<file path="src/common/srh_pkg.sv">
// Shared constants and types for the sync restore and holdover control block.
// Assumes one 50 MHz clock and an 8-bit register port decoded from the serial link.
package srh_pkg;

  ////////////////////////////////////////////////////////////////////////
  // Clock
  localparam int CLK_PERIOD_NS = 20;

  ////////////////////////////////////////////////////////////////////////
  // Register offsets
  localparam logic [7:0] OFS_HSYNC_CTRL  = 8'h0e;
  localparam logic [7:0] OFS_SENSE_CTRL  = 8'h0f;
  localparam logic [7:0] OFS_SOG_THRESH  = 8'h10;
  localparam logic [7:0] OFS_RST_DELAY   = 8'h12;
  localparam logic [7:0] OFS_RST_LENGTH  = 8'h13;
  localparam logic [7:0] OFS_STATUS      = 8'h14;

  ////////////////////////////////////////////////////////////////////////
  // Field positions
  localparam int BIT_HSYNC_SENSE   = 6;
  localparam int BIT_RESTORE_EXT   = 7;
  localparam int BIT_RESTORE_SENSE = 6;
  localparam int BIT_HOLD_SENSE    = 3;

  ////////////////////////////////////////////////////////////////////////
  // Reset values
  localparam logic [7:0] RST_HSYNC_CTRL = 8'h40;
  localparam logic [7:0] RST_SENSE_CTRL = 8'h48;
  localparam logic [7:0] RST_RST_DELAY  = 8'h08;
  localparam logic [7:0] RST_RST_LENGTH = 8'h14;

  ////////////////////////////////////////////////////////////////////////
  // Threshold code: code times 10 mV above the negative peak
  localparam int         SOG_STEP_MV   = 10;
  localparam int         SOG_MIN_MV    = 10;
  localparam int         SOG_MAX_MV    = 330;
  localparam int         SOG_RST_MV    = 150;
  localparam logic [5:0] SOG_CODE_MIN  = 6'(SOG_MIN_MV / SOG_STEP_MV);
  localparam logic [5:0] SOG_CODE_MAX  = 6'(SOG_MAX_MV / SOG_STEP_MV);
  localparam logic [5:0] SOG_CODE_RST  = 6'(SOG_RST_MV / SOG_STEP_MV);

  ////////////////////////////////////////////////////////////////////////
  // Types
  typedef enum logic [1:0] {
    ST_IDLE  = 2'b00,
    ST_DELAY = 2'b01,
    ST_CLAMP = 2'b10
  } srh_state_t;

  typedef struct packed {
    logic       restore_ext;
    logic       restore_sense;
    logic [1:0] rsvd_hi;
    logic       hold_sense;
    logic [2:0] rsvd_lo;
  } srh_sense_t;

endpackage

</file>
<file path="src/hdl/srh_ctrl.sv">
// Restore window selection, PLL holdover and embedded sync slicer control.
// Assumes all inputs synchronous to MCLK_I and a decoded 8-bit register port.
//
// Operation
// - External restore input, when active, defines the ground clamp interval.
// - External restore honoured only when select bit 7 of 0FH is 1; resets 0.
// - Otherwise ignore it; time delay then duration from hsync trailing edge.
// - Restore sense bit 6 of 0FH sets the external input's active level.
// - Active holdover stops hsync tracking; clock keeps its frequency and phase.
// - Holdover sense bit 3 of 0FH sets the holdover input's active level.
// - Holdover sense bit is 1 after power-up.
// - Embedded sync threshold steps 10 mV, from 10 mV to 330 mV.
// - Embedded sync threshold resets to 150 mV.
// - Sliced embedded sync appears noninverted on the embedded sync output.
// - Only hsync leading edge used for the PLL reference; bit 6 of 0EH picks falling or rising.
`timescale 1ns/10ps

module srh_ctrl
  import srh_pkg::*;
(
  input  wire logic       MCLK_I,
  input  wire logic       RSTN_I,
  input  wire logic       HSYNC_I,
  input  wire logic       EXT_RESTORE_I,
  input  wire logic       HOLDOVER_I,
  input  wire logic       EMBEDDED_SYNC_INPUT_I,
  input  wire logic       REG_WR_I,
  input  wire logic [7:0] REG_ADDR_I,
  input  wire logic [7:0] REG_WDATA_I,
  output logic      [7:0] REG_RDATA_O,
  output logic            RESTORE_O,
  output logic            HOLDOVER_O,
  output logic            HS_REF_O,
  output logic            EMBEDDED_SYNC_OUTPUT_O,
  output logic      [5:0] SOG_THRESH_O
);

  ////////////////////////////////////////////////////////////////////////
  // Registers
  logic [7:0] hsync_ctrl_ff;
  srh_sense_t sense_ff;
  logic [5:0] sog_code_ff;
  logic [7:0] rst_delay_ff;
  logic [7:0] rst_length_ff;
  logic       hs_d_ff;
  srh_state_t state_ff;
  logic [7:0] cnt_ff;
  logic       restore_ff;
  logic       hold_ff;
  logic       hs_ref_ff;
  logic       sog_ff;
  logic [7:0] rdata_ff;

  ////////////////////////////////////////////////////////////////////////
  // Decode
  logic       wr_hsync;
  logic       wr_sense;
  logic       wr_sog;
  logic       wr_delay;
  logic       wr_length;
  logic [5:0] sog_wcode;
  logic [5:0] nxt_sog_code;
  logic [7:0] status;
  logic [7:0] nxt_rdata;

  assign wr_hsync  = REG_WR_I && (REG_ADDR_I == OFS_HSYNC_CTRL);
  assign wr_sense  = REG_WR_I && (REG_ADDR_I == OFS_SENSE_CTRL);
  assign wr_sog    = REG_WR_I && (REG_ADDR_I == OFS_SOG_THRESH);
  assign wr_delay  = REG_WR_I && (REG_ADDR_I == OFS_RST_DELAY);
  assign wr_length = REG_WR_I && (REG_ADDR_I == OFS_RST_LENGTH);

  // Out-of-range codes saturate so the comparator never sees an illegal step
  assign sog_wcode    = REG_WDATA_I[5:0];
  assign nxt_sog_code = (sog_wcode < SOG_CODE_MIN) ? SOG_CODE_MIN :
                        (sog_wcode > SOG_CODE_MAX) ? SOG_CODE_MAX :
                        sog_wcode;

  assign status = {5'h00, (state_ff != ST_IDLE), hold_ff, restore_ff};

  always_comb begin
    if (REG_ADDR_I == OFS_HSYNC_CTRL) begin
      nxt_rdata = hsync_ctrl_ff & RST_HSYNC_CTRL;
    end else if (REG_ADDR_I == OFS_SENSE_CTRL) begin
      nxt_rdata = {sense_ff.restore_ext, sense_ff.restore_sense, 2'b00,
                   sense_ff.hold_sense, 3'b000};
    end else if (REG_ADDR_I == OFS_SOG_THRESH) begin
      nxt_rdata = {2'b00, sog_code_ff};
    end else if (REG_ADDR_I == OFS_RST_DELAY) begin
      nxt_rdata = rst_delay_ff;
    end else if (REG_ADDR_I == OFS_RST_LENGTH) begin
      nxt_rdata = rst_length_ff;
    end else if (REG_ADDR_I == OFS_STATUS) begin
      nxt_rdata = status;
    end else begin
      nxt_rdata = 8'h00;
    end
  end

  always_ff @(posedge MCLK_I) begin
    if (!RSTN_I) begin
      hsync_ctrl_ff <= RST_HSYNC_CTRL;
      sense_ff      <= RST_SENSE_CTRL;
      sog_code_ff   <= SOG_CODE_RST;
      rst_delay_ff  <= RST_RST_DELAY;
      rst_length_ff <= RST_RST_LENGTH;
      rdata_ff      <= 8'h00;
    end else begin
      if (wr_hsync) begin
        hsync_ctrl_ff <= REG_WDATA_I & RST_HSYNC_CTRL;
      end
      if (wr_sense) begin
        sense_ff <= REG_WDATA_I & 8'hc8;
      end
      if (wr_sog) begin
        sog_code_ff <= nxt_sog_code;
      end
      if (wr_delay) begin
        rst_delay_ff <= REG_WDATA_I;
      end
      if (wr_length) begin
        rst_length_ff <= REG_WDATA_I;
      end
      rdata_ff <= nxt_rdata;
    end
  end

  ////////////////////////////////////////////////////////////////////////
  // Hsync edges and input senses
  logic hs_sense;
  logic hs_lead;
  logic hs_trail;
  logic ext_sel;
  logic ext_act;
  logic hold_act;

  assign hs_sense = hsync_ctrl_ff[BIT_HSYNC_SENSE];
  // Sense 1: rising leading edge; sense 0: falling leading edge
  assign hs_lead  = (HSYNC_I != hs_d_ff) && (HSYNC_I == hs_sense);
  assign hs_trail = (HSYNC_I != hs_d_ff) && (HSYNC_I != hs_sense);
  assign ext_sel  = sense_ff.restore_ext;
  assign ext_act  = (EXT_RESTORE_I == sense_ff.restore_sense);
  assign hold_act = (HOLDOVER_I == sense_ff.hold_sense);

  ////////////////////////////////////////////////////////////////////////
  // Internal restore timer
  srh_state_t nxt_state;
  logic [7:0] nxt_cnt;
  logic       nxt_restore;

  always_comb begin
    nxt_state = state_ff;
    nxt_cnt   = cnt_ff;
    case (state_ff)
      ST_IDLE: begin
        if (hs_trail && !ext_sel) begin
          nxt_state = ST_DELAY;
          nxt_cnt   = rst_delay_ff;
        end
      end
      ST_DELAY: begin
        if (cnt_ff == 8'h00) begin
          nxt_state = ST_CLAMP;
          nxt_cnt   = rst_length_ff;
        end else begin
          nxt_cnt = cnt_ff - 8'h01;
        end
      end
      ST_CLAMP: begin
        if (cnt_ff == 8'h00) begin
          nxt_state = ST_IDLE;
        end else begin
          nxt_cnt = cnt_ff - 8'h01;
        end
      end
      default: begin
        nxt_state = ST_IDLE;
        nxt_cnt   = 8'h00;
      end
    endcase
    // Selecting the external source abandons any window in progress
    if (ext_sel) begin
      nxt_state = ST_IDLE;
      nxt_cnt   = 8'h00;
    end
  end

  // External input is a don't-care unless selected
  assign nxt_restore = ext_sel ? ext_act : (nxt_state == ST_CLAMP);

  always_ff @(posedge MCLK_I) begin
    if (!RSTN_I) begin
      hs_d_ff    <= 1'b0;
      state_ff   <= ST_IDLE;
      cnt_ff     <= 8'h00;
      restore_ff <= 1'b0;
    end else begin
      hs_d_ff    <= HSYNC_I;
      state_ff   <= nxt_state;
      cnt_ff     <= nxt_cnt;
      restore_ff <= nxt_restore;
    end
  end

  ////////////////////////////////////////////////////////////////////////
  // Holdover and slicer outputs
  always_ff @(posedge MCLK_I) begin
    if (!RSTN_I) begin
      hold_ff   <= 1'b0;
      hs_ref_ff <= 1'b0;
      sog_ff    <= 1'b0;
    end else begin
      hold_ff   <= hold_act;
      // PLL keeps its last frequency and phase with no reference edges
      hs_ref_ff <= hs_lead && !hold_act;
      sog_ff    <= EMBEDDED_SYNC_INPUT_I;
    end
  end

  assign REG_RDATA_O            = rdata_ff;
  assign RESTORE_O              = restore_ff;
  assign HOLDOVER_O             = hold_ff;
  assign HS_REF_O               = hs_ref_ff;
  assign EMBEDDED_SYNC_OUTPUT_O = sog_ff;
  assign SOG_THRESH_O           = sog_code_ff;
endmodule

</file>
<file path="config.mk">
export PLATFORM = sky130hd
export DESIGN_NAME = srh_ctrl
export DESIGN_NICKNAME = d
export VERILOG_FILES = /design/src/common/srh_pkg.sv /design/src/hdl/srh_ctrl.sv
export SDC_FILE = /design/constraint.sdc
export NUM_CORES = 1
export LEC_CHECK = 0
export BUFFER_PORTS_ARGS = -buffer_cell sky130_fd_sc_hd__buf_2
export CAP_MARGIN = 10
export CORE_ASPECT_RATIO = 0.9
export CORE_MARGIN = 2
export CORE_UTILIZATION = 50
export CTS_CLUSTER_DIAMETER = 30
export CTS_CLUSTER_SIZE = 28
export DETAILED_ROUTE_END_ITERATION = 8
export HOLD_SLACK_MARGIN = 0.1
export PLACE_DENSITY = 0.71
export SLEW_MARGIN = 20
export SYNTH_ARGS = -nofsm -noshare
export SYNTH_HDL_FRONTEND = slang
export SYNTH_SLANG_ARGS = --single-unit
</file>
<file path="constraint.sdc">
create_clock -name MCLK_I -period 2.49 [get_ports MCLK_I]
set_input_delay 0.3735 -clock MCLK_I [delete_from_list [all_inputs] [get_ports MCLK_I]]
set_output_delay 0.3735 -clock MCLK_I [all_outputs]
set_load 0.05 [all_outputs]
</file>
# After elaboration in Yosys (flattened, before gate mapping)
# Index checks and enable logic that the tools add are counted.
dict set report totals {
  input_bits 23
  wordCells 73
  reg_bits 49
}
dict set report classes {
  n_reduce_logical 18
  n_lt_le_gt_ge 2
  add_sub_neg 1
  n_eq_ne 16
  mux 18
  bitwise 1
}
# operator n
set ops {}
lappend ops {{2-to-1 mux 8 bit} 7}
lappend ops {{== test 8 x 5 -> 1 bit (second input constant)} 4}
lappend ops {{one-hot mux 8 bit (3 select lines)} 1}
lappend ops {{== test 8 x 4 -> 1 bit (second input constant)} 2}
lappend ops {{2-to-1 mux 6 bit} 2}
lappend ops {{logical AND 1 bit} 9}
lappend ops {{zero test 8 bit} 1}
lappend ops {{2-to-1 mux 2 bit} 4}
lappend ops {{subtractor 8 x 1 -> 8 bit (second input constant)} 1}
lappend ops {{2-to-1 mux 7 bit} 1}
lappend ops {{> comparator 6 bit (second input constant)} 1}
lappend ops {{< comparator 6 x 1 -> 1 bit (second input constant)} 1}
lappend ops {{one-hot mux 2 bit (3 select lines)} 1}
lappend ops {{== test 2 bit (second input constant)} 2}
lappend ops {{inequality test 2 bit (second input constant)} 2}
lappend ops {{OR reduction 2 bit} 2}
lappend ops {{== test 1 bit} 3}
lappend ops {{2-to-1 mux 3 bit} 1}
lappend ops {{OR reduction 3 bit} 1}
lappend ops {{== test 2 x 1 -> 1 bit (second input constant)} 1}
lappend ops {{zero test 1 bit} 2}
lappend ops {{zero test 2 bit} 1}
lappend ops {{inequality test 1 bit} 2}
lappend ops {{AND reduction 2 bit} 1}
lappend ops {{other kinds (3)} 3}

# Depth between registers and ports, before layout
dict set report logic_depth {
  depth_word 8
  depth_mapped 7
  ltp_nobuf 7
}

# Worst setup path after synthesis
# No wires, ideal clock.
dict set report synth_path {
  path_kind {input port to flip-flop}
  start {input port REG_ADDR_I[5]}
  end {register sog_code_ff[4] (netlist: SOG_THRESH_O[4])}
  path_stages 5
  setup_ns 0.070
  setup_slack_ns 0.740
  path_buffers 0
  t_arrival_ns 1.680
  path_cell_list {or3_4 > nor4_4 > nand3_4 > or3b_1 > a21oi_1}
}
dict set report synth_via {
  elab_chain_cells 2
}
# item line
set synth_rtl {}
lappend synth_rtl {{from (decl)} srh_ctrl.sv:28} ;# input wire logic [7:0] REG_ADDR_I,
lappend synth_rtl {{== test 8 x 5 -> 1 bit} srh_ctrl.sv:68} ;# assign wr_sog = REG_WR_I && (REG_ADDR_I == OFS_SOG_THRESH);
lappend synth_rtl {{logical AND 1 bit} srh_ctrl.sv:68}
lappend synth_rtl {{to (signal assigned)} srh_ctrl.sv:115} ;# sog_code_ff <= nxt_sog_code;
lappend synth_rtl {{to (decl)} srh_ctrl.sv:42} ;# logic [5:0] sog_code_ff;
# Every way passes these cells.
# A chain may end at the register's enable or synchronous reset.

# Worst setup path after layout
dict set report layout_path {
  start {register cnt_ff[0]}
  end {register cnt_ff[6]}
}
dict set report layout_via {
  elab_chain_cells 3
  word_cells_on_any_way 7
  classes_between {1 x add/sub; 1 x eq/ne; 3 x mux; 2 x reduce/logical}
}
# item line
set layout_rtl {}
lappend layout_rtl {{from (decl)} srh_ctrl.sv:47} ;# logic [7:0] cnt_ff;
lappend layout_rtl {{from (signal assigned)} srh_ctrl.sv:199} ;# cnt_ff <= nxt_cnt;
lappend layout_rtl {{subtractor 8 x 1 -> 8 bit / zero test 8 bit (equally long branches)} --}
lappend layout_rtl {{2-to-1 mux 8 bit (tied with other cells)} srh_ctrl.sv:169} ;# if (cnt_ff == 8'h00) begin
lappend layout_rtl {{one-hot mux 8 bit (3 select lines) / AND reduction 2 bit (equally long branches)} --}
# Several ways; a longest one is shown, not always the timed one. The select of a mux whose other input is x is not followed.

==> summary.txt <==
Synth
  • Yosys warns: 0
  • Synth unique cells: 50
  • Post-synth EDFFs: 0
  • Synthesized area per cell: 7.93 um^2
  • Multiplexer share of the synthesized area: 4.52%
  • Sequential share of the synthesized area: 39.8%
  • Post-synthesis adder-cell area fraction: 1.02%
  • Synthesized net count: 336
  • Mapped Area: 2460 um^2
  • Post-Synthesis Cells: 311
  • Post-Synth XOR/XNOR Area: 1.78%
  • Ys async rst share: 0%
  • Ys flop type: dfxtp_1
  • Seq cells post-synth: 49
  • Simple-gate share of the synthesized area: 29.3%
  • Largest family of logic cells by synthesized area: simple AND/OR/NAND/NOR gates
  • Post-synthesis compound-gate area fraction: 18.8%

Worst hold path
  • Cells on Worst Hold Path: 2
  • Hold/Removal Path Class: input port to flop

Layout
  • Share of cells above drive strength 1: 17.5%
  • Antenna fix cells: 0
  • Commonest non-fill, non-tap cells in the layout: 53 x nand2_1, 49 x dfxtp_1, 40 x buf_2
  • Layout area overhead: 15.2%
  • Nets@finish: 372
  • Commonest non-fill, non-tap cell in the layout: nand2_1
  • Non-Filler Instances: 413

Critical path
  • Arr. time, crit path: 2.07 ns
  • Stages on the worst setup path: 7
  • R2r worst-path depth: 7
  • Req. time, crit path: 2.72 ns
  • R2r setup slk: 0.65 ns
  • Crit Path Category: flop to flop
  • Worst Setup End Kind: flop
  • CP peak stage delay: 0.48 ns
  • Crit-path cells: inv_1 -> ha_1 -> or3b_2 -> nor3_1 -> xor2_1 -> a22oi_1 -> a21oi_1
  • Cell family with most CP delay: simple AND/OR/NAND/NOR gates
  • Startpoint types: flop
  • Buffers & Inverters on Critical Path: 1
  • Crit-path slowest cell: or3b_2
  • Critical-path maximum fanout: 4

Place
  • Routability congestion estimate: 0.850
  • Final HPWL DP: 4740 um
  • Placement Setup Slack: 0.507 ns
  • Placed cell count: 405
  • Port Buffers: 40

Power and ir drop
  • Flop pwr share: 42.3%
  • Leak pwr: 0.00110 uW
  • Clock Power Share: 28.6%
  • Max VDD drop: 0.360 mV
  • Sw Pwr: 666 uW
  • Pint: 1390 uW
  • PD cells: 725 nW/um^2
  • Combinational fraction of design power: 29.1%
  • Net Sw Frac: 32.4%

Global routing
  • Vias in the first global route: 2188
  • Overflow left after global routing: 0
  • Global-route wire length before repair: 10400 um
  • Initial antenna violation count: 0
  • Pin count of the biggest net entering global routing: 22
  • GRT Total Usage: 23.9%

Timing
  • RSZ-0062 raised after global routing: false
  • Final Max Slew Viols: 0
  • Worst-Margin Slew: 0.548 ns
  • Period utilization: 73.9%
  • Fin crit period: 1.84 ns
  • Setup violators final: 0
  • Final Hold Fails: 0
  • Post-route setup slack: 0.649 ns
  • Clk_skew: 0.00409 ns
  • Relative slew slack: 63.4%
  • Setup TNS: 0 ns
  • Fmax: 543 MHz

Clock tree
  • TritonCTS clock tree: built
  • CTS-repair resized insts: 0
  • Num CTS Buffers: 5
  • Clock buffer depth: 2
  • CTS Hold Bufs: 0
  • Clock-pin slew on the worst setup and hold paths: 0.09 ns
  • Clock Sinks: 49
  • H-tree levels: 2
  • CTS root buf: clkbuf_8
  • Postcts setup bufs: 0
  • Worst-Skew Late Latency: 0.30 ns

Routing
  • DRT iter0 DRCs: 177
  • Residual DRC: 0
  • Via count: 2370
  • Drt first pass iters: 5
  • Final ANT Viol Nets: 0
  • Routed WL per cell: 15.0 um
  • DRT Wirelength: 6200 um
  • Via density: 5.74

Floorplanning
  • Overall die width: 78.0 um
  • Initial core utilization: 51.3%
  • Placement row count: 24
  • Number of I/O pins: 41
  • Die Span Y: 70.6 um
  • Core box area: 4800 um^2
  • Die area: 5510 um^2

Outcome
  • Status: completed

Flow run
  • Max Cap Viol: 0
## per-stage QoR
| stage | area (um^2) | hold WS [ns] | util, % | total power (uW) |
|---|---|---|---|---|
| CTS | 2840 | 0.285 | 59.1 | 2060 |
| finish | 2840 | 0.281 | 59.1 | 2060 |
| global route | 2840 | 0.288 | 59.1 | 2180 |
| detailed placement | 2720 | 0.447 | 56.7 | 1480 |
| floorplan | 2460 | 0.432 | - | 1320 |
| global placement | 2720 | 0.439 | 56.7 | 1470 |
## cell families after synthesis
logic type	count (synthesis)
and+or+nand+nor	137
AOI/OAI and AO/OA	76
DFF	49
buffers and inverters	31
muxes	11
xor gates and xnor gates	5
adders and majority gates	2
## routing by layer
layer,global-route usage (%),part of all wire [%]
met1,33.5,46
met2,37.9,47
met3,4.85,6.2
met4,6.24,0.82
met5,0,0
## layout make-up
type	instances	area, um^2
Clock buffer	7	86.3
Sequential cell	49	981
Inverter	15	56.3
Tap cell	65	81.3
Clock inverter	1	30.0
Timing Repair Buffer	45	238
Multi-Input combinational cell	231	1370
Fill cell	467	1970
## power groups by stage
stage	clock network, uW	registers (uW)	logic [uW]
floorplan	0	892	432
global placement	0	889	585
detailed placement	0	889	590
CTS	598	871	593
global route	639	879	658
finish	589	871	598
## state kept, by name, indices dropped and copies added (netlist names)
name and flops:
HOLDOVER_O 1, REG_RDATA_O 8, rst_length_ff 8, sense_ff 2, RESTORE_O 1, ext_sel 1, cnt_ff 8, hs_d_ff 1
EMBEDDED_SYNC_OUTPUT_O 1, rst_delay_ff 8, hsync_ctrl_ff 1, HS_REF_O 1, state_ff 2, SOG_THRESH_O 6
## final timing paths
kind                               from                     end
setup / recovery              cnt_ff[0]               cnt_ff[6]
hold / removal    EMBEDDED_SYNC_INPUT_I  EMBEDDED_SYNC_OUTPUT_O
hold reg to reg         rst_delay_ff[0]         rst_delay_ff[0]
setup reg to reg              cnt_ff[0]               cnt_ff[6]
## cells in the mapped netlist, drive strengths merged, types with 4 or more instances
cell type / instances / share of area (%)
a21oi: 32 / 6.5
and2: 5 / 1.3
clkbuf: 15 / 2.3
dfxtp: 49 / 40
inv: 14 / 2.1
mux2i: 10 / 4.1
nand2: 53 / 8.1
nand2b: 5 / 1.3
nand3: 10 / 2.7
nor2: 21 / 3.2
nor3: 15 / 3.2
nor4: 7 / 3.0
o21ai: 14 / 2.8
o22a: 4 / 1.4
o22ai: 5 / 1.3
No activity file was read; power rests on OpenSTA's default activity.
